## src/logic/sac_defs.svh

```systemverilog
// Purpose: Named offsets, fields, resets and timing counts for the converter control block
// Assumes: Wishbone byte addresses, one 32-bit word per register
// Notes: Definitions only
`ifndef SAC_DEFS_SVH
`define SAC_DEFS_SVH
`define SAC_ADDR_W 4
`define SAC_OFF_CTRL_MAIN 4'h0
`define SAC_OFF_FMT_REF 4'h4
`define SAC_OFF_RES_HIGH 4'h8
`define SAC_OFF_RES_LOW 4'hC
`define SAC_OFF_FLAGS 4'h1
`define SAC_OFF_FLAGS_W 4'h0
`define SAC_FLAG_ADDR 4'h0
`define SAC_BIT_ENABLE 0
`define SAC_BIT_GO 1
`define SAC_BIT_FORMAT 7
`define SAC_BIT_NEG_REF 5
`define SAC_BIT_POS_REF 4
`define SAC_BIT_DONE 0
`define SAC_BIT_IRQ_EN 1
`define SAC_RESET_BYTE 8'h00
`define SAC_CLK_RC 2'h3
`define SAC_CLK_DIV2 2'h0
`define SAC_CLK_DIV8 2'h1
`define SAC_DIV2_TOP 5'h00
`define SAC_DIV8_TOP 5'h03
`define SAC_DIV32_TOP 5'h0F
`define SAC_CONV_TADS 4'hB
`define SAC_ABORT_TADS 4'h2
`define SAC_RC_EXTRA_CYC 3'h4
`define SAC_RES_W 10
`endif

```

## src/logic/sac_pkg.sv

```systemverilog
// Purpose: Types shared by the converter control files
// Assumes: Constants live in sac_defs.svh
// Notes: No imports anywhere; use sac_pkg::name
package sac_pkg;
   typedef enum logic [2:0] {
      SAC_IDLE,
      SAC_PRESTART,
      SAC_CONVERT,
      SAC_RECOVER
   } sac_state_t;
   typedef struct packed {
      logic [3:0] channel;
      logic pos_ext;
      logic neg_ext;
      logic powered;
      logic sample;
   } sac_analog_t;
   typedef struct packed {
      logic [1:0] clk_sel;
      logic [3:0] channel;
      logic go;
      logic enable;
   } sac_ctrl_t;
endpackage

```

## src/logic/sac_tick_gen.sv

```systemverilog
// Purpose: Bit-period tick source from prescaler or synchronised RC oscillator
// Assumes: RC oscillator far slower than clk_i
// Notes: One-cycle tick per bit period
`timescale 1ns/10ps
`include "sac_defs.svh"
module sac_tick_gen (
   input wire logic clk_i,
   input wire logic rst_i,
   input wire logic run_i,
   input wire logic [1:0] clk_sel_i,
   input wire logic rc_osc_i,
   output logic tick_o
);
   logic [4:0] div_q;
   logic [2:0] rc_sync_q;
   logic [4:0] top;
   logic rc_edge;

   always_comb begin
      case (clk_sel_i)
         `SAC_CLK_DIV2: top = `SAC_DIV2_TOP;
         `SAC_CLK_DIV8: top = `SAC_DIV8_TOP;
         default: top = `SAC_DIV32_TOP;
      endcase
   end

   // Rising edge while second stage is high and third stage is still low
   assign rc_edge = rc_sync_q[1] & ~rc_sync_q[2];

   always_ff @(posedge clk_i) begin
      if (rst_i) begin
         rc_sync_q <= 3'h0;
      end else begin
         rc_sync_q <= {rc_sync_q[1:0], rc_osc_i};
      end
   end

   // Half-period prescaler: bit period is 2*(top+1) clocks
   always_ff @(posedge clk_i) begin
      if (rst_i || !run_i) begin
         div_q <= 5'h00;
         tick_o <= 1'b0;
      end else if (clk_sel_i == `SAC_CLK_RC) begin
         div_q <= 5'h00;
         tick_o <= rc_edge;
      end else begin
         tick_o <= 1'b0;
         if (div_q == {top[3:0], 1'b1}) begin
            div_q <= 5'h00;
            tick_o <= 1'b1;
         end else begin
            div_q <= div_q + 5'h01;
         end
      end
   end
endmodule // sac_tick_gen

```

## src/logic/sac_result_fmt.sv

```systemverilog
// Purpose: Places the 10-bit result into high and low bytes
// Assumes: Purely combinational
// Notes: Unused bits read zero
`timescale 1ns/10ps
`include "sac_defs.svh"
module sac_result_fmt (
   input wire logic [`SAC_RES_W-1:0] res_i,
   input wire logic right_i,
   output logic [7:0] high_o,
   output logic [7:0] low_o
);
   always_comb begin
      if (right_i) begin
         high_o = {6'h00, res_i[9:8]};
         low_o = res_i[7:0];
      end else begin
         high_o = res_i[9:2];
         low_o = {res_i[1:0], 6'h00};
      end
   end
endmodule // sac_result_fmt

```

## src/logic/sac_conv_ctrl.sv

```systemverilog
// Purpose: Successive-approximation conversion control with Wishbone registers
// Assumes: Analog array returns comparator decision each bit period
// Notes: Offsets 0x0 main control, 0x4 format/ref, 0x8 result high,
// 0xC result low, 0x10 flag/enable
// Function
// - Bit clock: system clock /2, /8, /32, or RC oscillator
// - Each conversion lasts exactly 11 bit periods from start
// - Channel code 0-13 external, 14 comparator reference, 15 fixed reference
// - Writing one to go bit starts; bit reads one while running
// - Completion clears go, sets done flag, loads result together
// - Done flag always set; interrupt only when enable set
// - Completion in sleep with interrupt enabled raises wake request
// - Enable bit powers converter; clear means unpowered
// - Clearing go early abandons conversion, keeps old result
// - After abort wait two bit periods, then restart acquisition; sample_o is already high during the wait
// - Reset returns registers, powers off, ends conversion
// - RC clock source delays start by one instruction cycle
// - Sleep, RC, interrupt disabled: power off after completion, enable reads one
// - Sleep with non-RC clock aborts and powers off, enable stays set
// - Compare trigger sets go and clears companion timer
// - Format bit one right-justified, zero left-justified
// - Left: bits 9-2 high byte, 1-0 in low bits 7-6
// - Right: bits 9-8 in high bits 1-0, 7-0 low byte
// - Bit 5 external negative reference, bit 4 external positive reference
`timescale 1ns/10ps
`include "sac_defs.svh"
module sac_conv_ctrl (
   input wire logic clk_i,
   input wire logic rst_i,
   input wire logic wb_cyc_i,
   input wire logic wb_stb_i,
   input wire logic wb_we_i,
   input wire logic [4:0] wb_adr_i,
   input wire logic [3:0] wb_sel_i,
   input wire logic [31:0] wb_dat_i,
   output logic [31:0] wb_dat_o,
   output logic wb_ack_o,
   input wire logic rc_osc_i,
   input wire logic cmp_bit_i,
   input wire logic sleep_i,
   input wire logic special_trig_i,
   output logic [3:0] channel_o,
   output logic pos_ref_ext_o,
   output logic neg_ref_ext_o,
   output logic analog_power_o,
   output logic sample_o,
   output logic [`SAC_RES_W-1:0] dac_code_o,
   output logic irq_o,
   output logic wake_o,
   output logic timer_clear_o
);
   sac_pkg::sac_ctrl_t ctrl_q;
   logic format_q;
   logic neg_ref_q;
   logic pos_ref_q;
   logic done_q;
   logic irq_en_q;
   logic [7:0] res_high_q;
   logic [7:0] res_low_q;
   sac_pkg::sac_state_t state_q;
   logic [3:0] tad_q;
   logic [2:0] wait_q;
   logic [`SAC_RES_W-1:0] sar_q;
   logic [`SAC_RES_W-1:0] final_code;
   logic off_q;
   logic sleep_q;
   logic [2:0] trig_sync_q;
   logic [2:0] slp_sync_q;
   logic tick;
   logic run;
   logic [7:0] fmt_high;
   logic [7:0] fmt_low;
   logic wb_req;
   logic wr_lane0;
   logic [7:0] wbyte;
   logic wr_main;
   logic wr_fmt;
   logic wr_flag;
   logic go_set_sw;
   logic go_clr_sw;
   logic trig;
   logic finish;
   logic [31:0] rd_data;
   sac_pkg::sac_analog_t ana;

   function automatic logic hit(input logic [4:0] adr, input logic [3:0] off, input logic hi);
      hit = (adr[3:0] == off) && (adr[4] == hi);
   endfunction

   assign wb_req = wb_cyc_i & wb_stb_i & ~wb_ack_o;
   // Writes land at the edge where the master samples ack
   assign wr_lane0 = wb_cyc_i & wb_stb_i & wb_ack_o & wb_we_i & wb_sel_i[0];
   assign wbyte = wb_dat_i[7:0];
   assign wr_main = wr_lane0 & hit(wb_adr_i, `SAC_OFF_CTRL_MAIN, 1'b0);
   assign wr_fmt = wr_lane0 & hit(wb_adr_i, `SAC_OFF_FMT_REF, 1'b0);
   assign wr_flag = wr_lane0 & hit(wb_adr_i, `SAC_FLAG_ADDR, 1'b1);
   assign go_set_sw = wr_main & wbyte[`SAC_BIT_GO] & ~ctrl_q.go;
   assign go_clr_sw = wr_main & ~wbyte[`SAC_BIT_GO] & ctrl_q.go;

   // Second and third stage agree on a high level
   assign trig = trig_sync_q[1] & trig_sync_q[2] & ~sleep_q;
   assign finish = (state_q == sac_pkg::SAC_CONVERT) && tick && (tad_q == `SAC_CONV_TADS - 4'h1);
   assign run = (state_q == sac_pkg::SAC_CONVERT) || (state_q == sac_pkg::SAC_RECOVER);

   sac_tick_gen u_tick (
      .clk_i(clk_i),
      .rst_i(rst_i),
      .run_i(run),
      .clk_sel_i(ctrl_q.clk_sel),
      .rc_osc_i(rc_osc_i),
      .tick_o(tick)
   );

   // Last decision is still on the comparator when the result loads
   assign final_code = {sar_q[`SAC_RES_W-1:1], cmp_bit_i};

   sac_result_fmt u_fmt (
      .res_i(final_code),
      .right_i(format_q),
      .high_o(fmt_high),
      .low_o(fmt_low)
   );

   always_ff @(posedge clk_i) begin
      if (rst_i) begin
         trig_sync_q <= 3'h0;
         slp_sync_q <= 3'h0;
         sleep_q <= 1'b0;
      end else begin
         trig_sync_q <= {trig_sync_q[1:0], special_trig_i};
         slp_sync_q <= {slp_sync_q[1:0], sleep_i};
         if (slp_sync_q[1] == slp_sync_q[2]) begin
            sleep_q <= slp_sync_q[2];
         end
      end
   end

   // Main control register; trigger taken as a level while stages two and three are both high
   always_ff @(posedge clk_i) begin
      if (rst_i) begin
         ctrl_q <= sac_pkg::sac_ctrl_t'(`SAC_RESET_BYTE);
      end else begin
         if (wr_main) begin
            ctrl_q <= sac_pkg::sac_ctrl_t'(wbyte);
         end
         if (trig && !ctrl_q.go && ctrl_q.enable) begin
            ctrl_q.go <= 1'b1;
         end else if (finish) begin
            ctrl_q.go <= 1'b0;
         end else if (sleep_q && ctrl_q.clk_sel != `SAC_CLK_RC) begin
            ctrl_q.go <= 1'b0;
         end
      end
   end

   always_ff @(posedge clk_i) begin
      if (rst_i) begin
         format_q <= 1'b0;
         neg_ref_q <= 1'b0;
         pos_ref_q <= 1'b0;
      end else if (wr_fmt) begin
         format_q <= wbyte[`SAC_BIT_FORMAT];
         neg_ref_q <= wbyte[`SAC_BIT_NEG_REF];
         pos_ref_q <= wbyte[`SAC_BIT_POS_REF];
      end
   end

   // Flag register: hardware set wins over a same-cycle clear
   always_ff @(posedge clk_i) begin
      if (rst_i) begin
         done_q <= 1'b0;
         irq_en_q <= 1'b0;
      end else begin
         if (wr_flag) begin
            irq_en_q <= wbyte[`SAC_BIT_IRQ_EN];
         end
         if (finish) begin
            done_q <= 1'b1;
         end else if (wr_flag) begin
            done_q <= wbyte[`SAC_BIT_DONE];
         end
      end
   end

   // Sequencer
   always_ff @(posedge clk_i) begin
      if (rst_i) begin
         state_q <= sac_pkg::SAC_IDLE;
         tad_q <= 4'h0;
         wait_q <= 3'h0;
         sar_q <= {`SAC_RES_W{1'b0}};
      end else begin
         case (state_q)
            sac_pkg::SAC_IDLE: begin
               tad_q <= 4'h0;
               if (ctrl_q.go && ctrl_q.enable && !off_q) begin
                  wait_q <= 3'h0;
                  if (ctrl_q.clk_sel == `SAC_CLK_RC) begin
                     state_q <= sac_pkg::SAC_PRESTART;
                  end else begin
                     state_q <= sac_pkg::SAC_CONVERT;
                  end
                  sar_q <= {1'b1, {(`SAC_RES_W-1){1'b0}}};
               end
            end
            sac_pkg::SAC_PRESTART: begin
               wait_q <= wait_q + 3'h1;
               if (!ctrl_q.go || !ctrl_q.enable) begin
                  state_q <= sac_pkg::SAC_IDLE;
               end else if (wait_q == `SAC_RC_EXTRA_CYC - 3'h1) begin
                  state_q <= sac_pkg::SAC_CONVERT;
               end
            end
            sac_pkg::SAC_CONVERT: begin
               if (!ctrl_q.go || !ctrl_q.enable) begin
                  tad_q <= 4'h0;
                  state_q <= sac_pkg::SAC_RECOVER;
               end else if (tick) begin
                  tad_q <= tad_q + 4'h1;
                  if (tad_q != 4'h0 && tad_q <= 4'hA) begin
                     sar_q[4'hA - tad_q] <= cmp_bit_i;
                     if (tad_q != 4'hA) begin
                        sar_q[4'h9 - tad_q] <= 1'b1;
                     end
                  end
                  if (finish) begin
                     state_q <= sac_pkg::SAC_IDLE;
                  end
               end
            end
            sac_pkg::SAC_RECOVER: begin
               if (tick) begin
                  tad_q <= tad_q + 4'h1;
                  if (tad_q == `SAC_ABORT_TADS - 4'h1) begin
                     state_q <= sac_pkg::SAC_IDLE;
                  end
               end
            end
            default: state_q <= sac_pkg::SAC_IDLE;
         endcase
      end
   end

   // Result registers hold across aborts
   always_ff @(posedge clk_i) begin
      if (rst_i) begin
         res_high_q <= `SAC_RESET_BYTE;
         res_low_q <= `SAC_RESET_BYTE;
      end else if (finish) begin
         res_high_q <= fmt_high;
         res_low_q <= fmt_low;
      end
   end

   // Sleep power-down latch, released when sleep ends or enable is cleared
   always_ff @(posedge clk_i) begin
      if (rst_i) begin
         off_q <= 1'b0;
      end else if (!sleep_q || !ctrl_q.enable) begin
         off_q <= 1'b0;
      end else if (ctrl_q.clk_sel != `SAC_CLK_RC) begin
         off_q <= 1'b1;
      end else if (finish && !irq_en_q) begin
         off_q <= 1'b1;
      end
   end

   always_comb begin
      ana.channel = ctrl_q.channel;
      ana.pos_ext = pos_ref_q;
      ana.neg_ext = neg_ref_q;
      ana.powered = ctrl_q.enable & ~off_q;
      ana.sample = ctrl_q.enable & ~off_q & (state_q != sac_pkg::SAC_CONVERT);
   end

   always_ff @(posedge clk_i) begin
      if (rst_i) begin
         channel_o <= 4'h0;
         pos_ref_ext_o <= 1'b0;
         neg_ref_ext_o <= 1'b0;
         analog_power_o <= 1'b0;
         sample_o <= 1'b0;
         dac_code_o <= {`SAC_RES_W{1'b0}};
         irq_o <= 1'b0;
         wake_o <= 1'b0;
         timer_clear_o <= 1'b0;
      end else begin
         channel_o <= ana.channel;
         pos_ref_ext_o <= ana.pos_ext;
         neg_ref_ext_o <= ana.neg_ext;
         analog_power_o <= ana.powered;
         sample_o <= ana.sample;
         dac_code_o <= sar_q;
         irq_o <= done_q & irq_en_q;
         wake_o <= finish & sleep_q & irq_en_q;
         timer_clear_o <= trig & ~ctrl_q.go & ctrl_q.enable;
      end
   end

   always_comb begin
      rd_data = 32'h0000_0000;
      if (hit(wb_adr_i, `SAC_OFF_CTRL_MAIN, 1'b0)) begin
         rd_data[7:0] = ctrl_q;
      end else if (hit(wb_adr_i, `SAC_OFF_FMT_REF, 1'b0)) begin
         rd_data[`SAC_BIT_FORMAT] = format_q;
         rd_data[`SAC_BIT_NEG_REF] = neg_ref_q;
         rd_data[`SAC_BIT_POS_REF] = pos_ref_q;
      end else if (hit(wb_adr_i, `SAC_OFF_RES_HIGH, 1'b0)) begin
         rd_data[7:0] = res_high_q;
      end else if (hit(wb_adr_i, `SAC_OFF_RES_LOW, 1'b0)) begin
         rd_data[7:0] = res_low_q;
      end else if (hit(wb_adr_i, `SAC_FLAG_ADDR, 1'b1)) begin
         rd_data[`SAC_BIT_DONE] = done_q;
         rd_data[`SAC_BIT_IRQ_EN] = irq_en_q;
      end
   end

   // One wait state: ack one edge after request; unmapped reads zero
   always_ff @(posedge clk_i) begin
      if (rst_i) begin
         wb_ack_o <= 1'b0;
         wb_dat_o <= 32'h0000_0000;
      end else begin
         wb_ack_o <= wb_req;
         if (wb_req && !wb_we_i) begin
            wb_dat_o <= rd_data;
         end
      end
   end
endmodule // sac_conv_ctrl

```

## config.mk

```make
export PLATFORM = sky130hd
export DESIGN_NAME = sac_conv_ctrl
export DESIGN_NICKNAME = d
export VERILOG_FILES = /design/src/logic/sac_pkg.sv /design/src/logic/sac_tick_gen.sv /design/src/logic/sac_result_fmt.sv /design/src/logic/sac_conv_ctrl.sv
export VERILOG_INCLUDE_DIRS = /design/src /design/src/logic
export SDC_FILE = /design/constraint.sdc
export NUM_CORES = 1
export LEC_CHECK = 0
export BUFFER_PORTS_ARGS = -buffer_cell sky130_fd_sc_hd__buf_2
export CAP_MARGIN = 30
export CORE_ASPECT_RATIO = 0.8
export CORE_MARGIN = 2
export CORE_UTILIZATION = 58
export CTS_BUF_LIST = sky130_fd_sc_hd__clkbuf_8 sky130_fd_sc_hd__clkbuf_16
export DETAILED_ROUTE_END_ITERATION = 16
export PLACE_DENSITY = 0.85
export SYNTH_ARGS = -nofsm -noshare
export SYNTH_HDL_FRONTEND = slang
export SYNTH_SLANG_ARGS = --single-unit
```

## constraint.sdc

```tcl
create_clock -name clk_i -period 5.7 [get_ports clk_i]
set_input_delay 0.285 -clock clk_i [delete_from_list [all_inputs] [get_ports clk_i]]
set_output_delay 0.285 -clock clk_i [all_outputs]
set_load 0.02 [all_outputs]
```

==> results.ini <==
[status]
status = complete, no violations

[routing]
vias = 3642
drc = 0
dr.pass1.iters = 5
wl_met3_um = 509
top_layer = met4
m1WireLength_mm = 4.52
finalWirelength_mm = 9.54
wl_met2_mm = 4.42
vias_per_cell = 5.60
wire_per_inst_um = 14.7
drtIter0Drc = 174
antenna_left = 0

[logic_synthesis]
synth_warnings = 0
synth_seq_area_share_pct = 42.6
synth-edff-count = 0
synthCells = 504
synthTopCellsByArea = dfxtp_1 43%, mux2i_1 5.8%, nor2_1 4.9%
postSynthAreaPerCell_um2 = 8.85
yosysUniqueCellTypes = 61
yosysMostFrequentCell = dfxtp_1
async_flop_share_pct = 0
yosysTopAreaCell = dfxtp_1
synth_top_area_share_pct = 42.6
synth_common_cells = 95 x dfxtp_1, 58 x nor2_1, 31 x nor2b_1
yosys_most_used_dff = dfxtp_1
syn_area_um2 = 4460
ys_seq_elements = 95

[final_layout]
diodes = 0
layout.nets = 603
drive_gt1_share_pct = 14.1
area_growth_pct = 8.81

[sta]
skew_ns = 0.00840
min_period_ns = 2.47
hold_slack_ns = 0.134
fin_crit_sh_pct = 43.4
tightest_slew_ns = 0.889
setup_violations = 0
max_freq_ghz = 0.404
rsz0062_at_grt = false
slew_viol_final = 0
finalHoldViolations = 0
max_slew_margin_pct = 40.5
tns_ns = 0

[clock_network]
cts_resized = 0
cts_buffers = 9
clkTransAtPathRegs_ns = 0.09
root_buffer = clkbuf_8
postCtsSetupBuffers = 0
cts_buffer_depth = 2
cts_sinks = 95
cts_max_level = 3
clk_latency_ns = 0.36
cts_tree = yes
cts_hold_buffers = 0

[global_routing]
grt_max_degree = 74
first_global_vias = 3187
grt_pass1_wl_mm = 15.4
antenna_found_initial = 0
grt_use_total_pct = 23.4
gr-total-overflow = 0

[floorplan]
coreArea_um2 = 7430
die_area_um2 = 8410
die_h_um = 82.4
fp-row-count = 28
ios = 104
die_w_um = 102
initial_core_util_pct = 60.0

[setup_path]
crit_required_ns = 5.93
path_class = flip-flop to flip-flop
rr_worst_depth = 7
r2r-end = sar_q[5]$_SDFFE_PP0P_
worstSetupEndpoint = sar_q[5]$_SDFFE_PP0P_
critPathLaunch = tad_q[2]$_SDFFE_PP0P_
worstPathMaxFanout = 12
timing.rr.start = tad_q[2]$_SDFFE_PP0P_
end_kind = flip-flop
rrSetupSlack_ns = 3.23
critPathArrivalTime_ns = 2.70
worst_setup_path_start_kind = flip-flop

[power]
pwr-share-comb_pct = 5.2
power_leakage_nw = 1.92
p_sw_share_pct = 24.0
p_sw_uw = 279
p_seq_share_pct = 57.6
intPower_uw = 886
pwr-share-clk_pct = 37.2
powerDensity_nw_per_um2 = 240
ir_drop_v = 0.000167

[run]
maxCapViolCount = 0

[placed_design]
place.port_buffers = 52
dpl.hpwl_mm = 6.70
gp_congestion = 0.922

[min_path]
hp-class = input port to flip-flop

## per-layer routing
| layer | track usage (%) | vias to the layer above |
|---|---|---|
| li1 | - | 1811 |
| met1 | 31.7 | 1730 |
| met2 | 37.9 | 92 |
| met3 | 4.63 | 9 |
| met4 | 7.73 | 0 |
| met5 | 0 | - |
## cell usage in the layout, fill, tap and decap left out, types with 4 or more instances in the layout
master | Yosys | layout
dfxtp_1 | 95 | 95
nor2_1 | 58 | 58
buf_2 | 0 | 52
nor2b_1 | 31 | 31
a21oi_1 | 29 | 29
nand2_1 | 26 | 26
mux2i_1 | 26 | 26
conb_1 | 1 | 24
o21ai_0 | 20 | 20
nand3_1 | 19 | 19
inv_1 | 15 | 16
a211oi_1 | 14 | 14
ha_1 | 12 | 12
nor3b_1 | 11 | 11
clkbuf_8 | 0 | 9
nor3_1 | 8 | 8
nand2b_1 | 6 | 6
and3_1 | 5 | 5
o221ai_1 | 5 | 5
o211ai_1 | 5 | 5
xnor2_1 | 4 | 4
o21a_1 | 4 | 4
a22oi_1 | 4 | 4
## final cells by class
type	count	area (um^2)
clock buffers	9	124
clock inverters	6	61.3
multi-input cells	365	2290
fillers	629	2570
repair buffers	55	283
flip-flops and latches	95	1900
well taps	105	131
inverters	15	56.3
## power groups by stage
stage / Clock (mW) / Sequential [mW] / Combinational [mW]
after floorplan: 0 / 0.690 / 0.0516
after detailed placement: 0 / 0.686 / 0.0597
after CTS: 0.442 / 0.671 / 0.0600
after global placement: 0 / 0.686 / 0.0591
after global routing: 0.470 / 0.672 / 0.0668
final: 0.434 / 0.671 / 0.0606
## registers in the layout, indices dropped and copies added, names as in the netlist, 2 cells and up
signal            flops
tad_q                 4
res_high_q            8
sar_q                10
dac_code_o           10
wb_dat_o              8
u_tick.div_q          5
ana                   4
res_low_q             8
channel_o             4
slp_sync_q            3
wait_q                3
ctrl_q                4
state_q               2
u_tick.rc_sync_q      3
trig_sync_q           3
## critical path, cell delays in order (launching register included)
cell and delay (ns):
dfxtp_1 0.46, inv_1 0.20, ha_1 0.16, nor2b_1 0.44, o21ai_0 0.34, a211oi_1 0.39
mux2i_1 0.22, o221ai_1 0.13
## kinds of logic (layout without fill, tap and decap cells)
group                    count (synthesis)  count (layout)  synth area share [%]
other                                    1              24                0.0841
buffers and inverters                   67              85                  7.83
multiplexers                            30              30                  6.93
flip-flops                              95              95                  42.6
adder cells (fa/ha/maj)                 12              12                  3.37
AND/OR/NAND/NOR                        185             185                  21.7
XOR/XNOR                                 7               7                  1.37
AO/OA/AOI/OAI                          107             107                  16.1
## metrics by stage
| step | setup WS (ns) | util (%) | area (um^2) | std cells | power, mW |
|---|---|---|---|---|---|
| 5_1_grt | 3.03 | 65.3 | 4850 | 650 | 1.21 |
| 4_1_cts | 3.27 | 65.3 | 4850 | 650 | 1.17 |
| 3_3_place_gp | 3.21 | 62.8 | 4670 | 635 | 0.745 |
| 3_5_place_dp | 3.17 | 62.8 | 4670 | 635 | 0.746 |
| 2_1_floorplan | 3.52 | - | 4550 | 527 | 0.741 |
| 6_report | 3.23 | 65.3 | 4850 | 650 | 1.17 |
## worst min path at each step
stage                                    startpoint                             end  cells past startpoint  slack, ns
after floorplan                             sleep_i        slp_sync_q[0]$_SDFF_PP0_                      1       0.41
after global placement    trig_sync_q[0]$_SDFF_PP0_       trig_sync_q[1]$_SDFF_PP0_                      1       0.42
after detailed placement  trig_sync_q[0]$_SDFF_PP0_       trig_sync_q[1]$_SDFF_PP0_                      1       0.42
after CTS                                  rc_osc_i  u_tick.rc_sync_q[0]$_SDFF_PP0_                      2       0.12
after global routing                 special_trig_i       trig_sync_q[0]$_SDFF_PP0_                      2       0.13
final                                      rc_osc_i  u_tick.rc_sync_q[0]$_SDFF_PP0_                      2       0.13
Power figures use the tool's default switching activity.
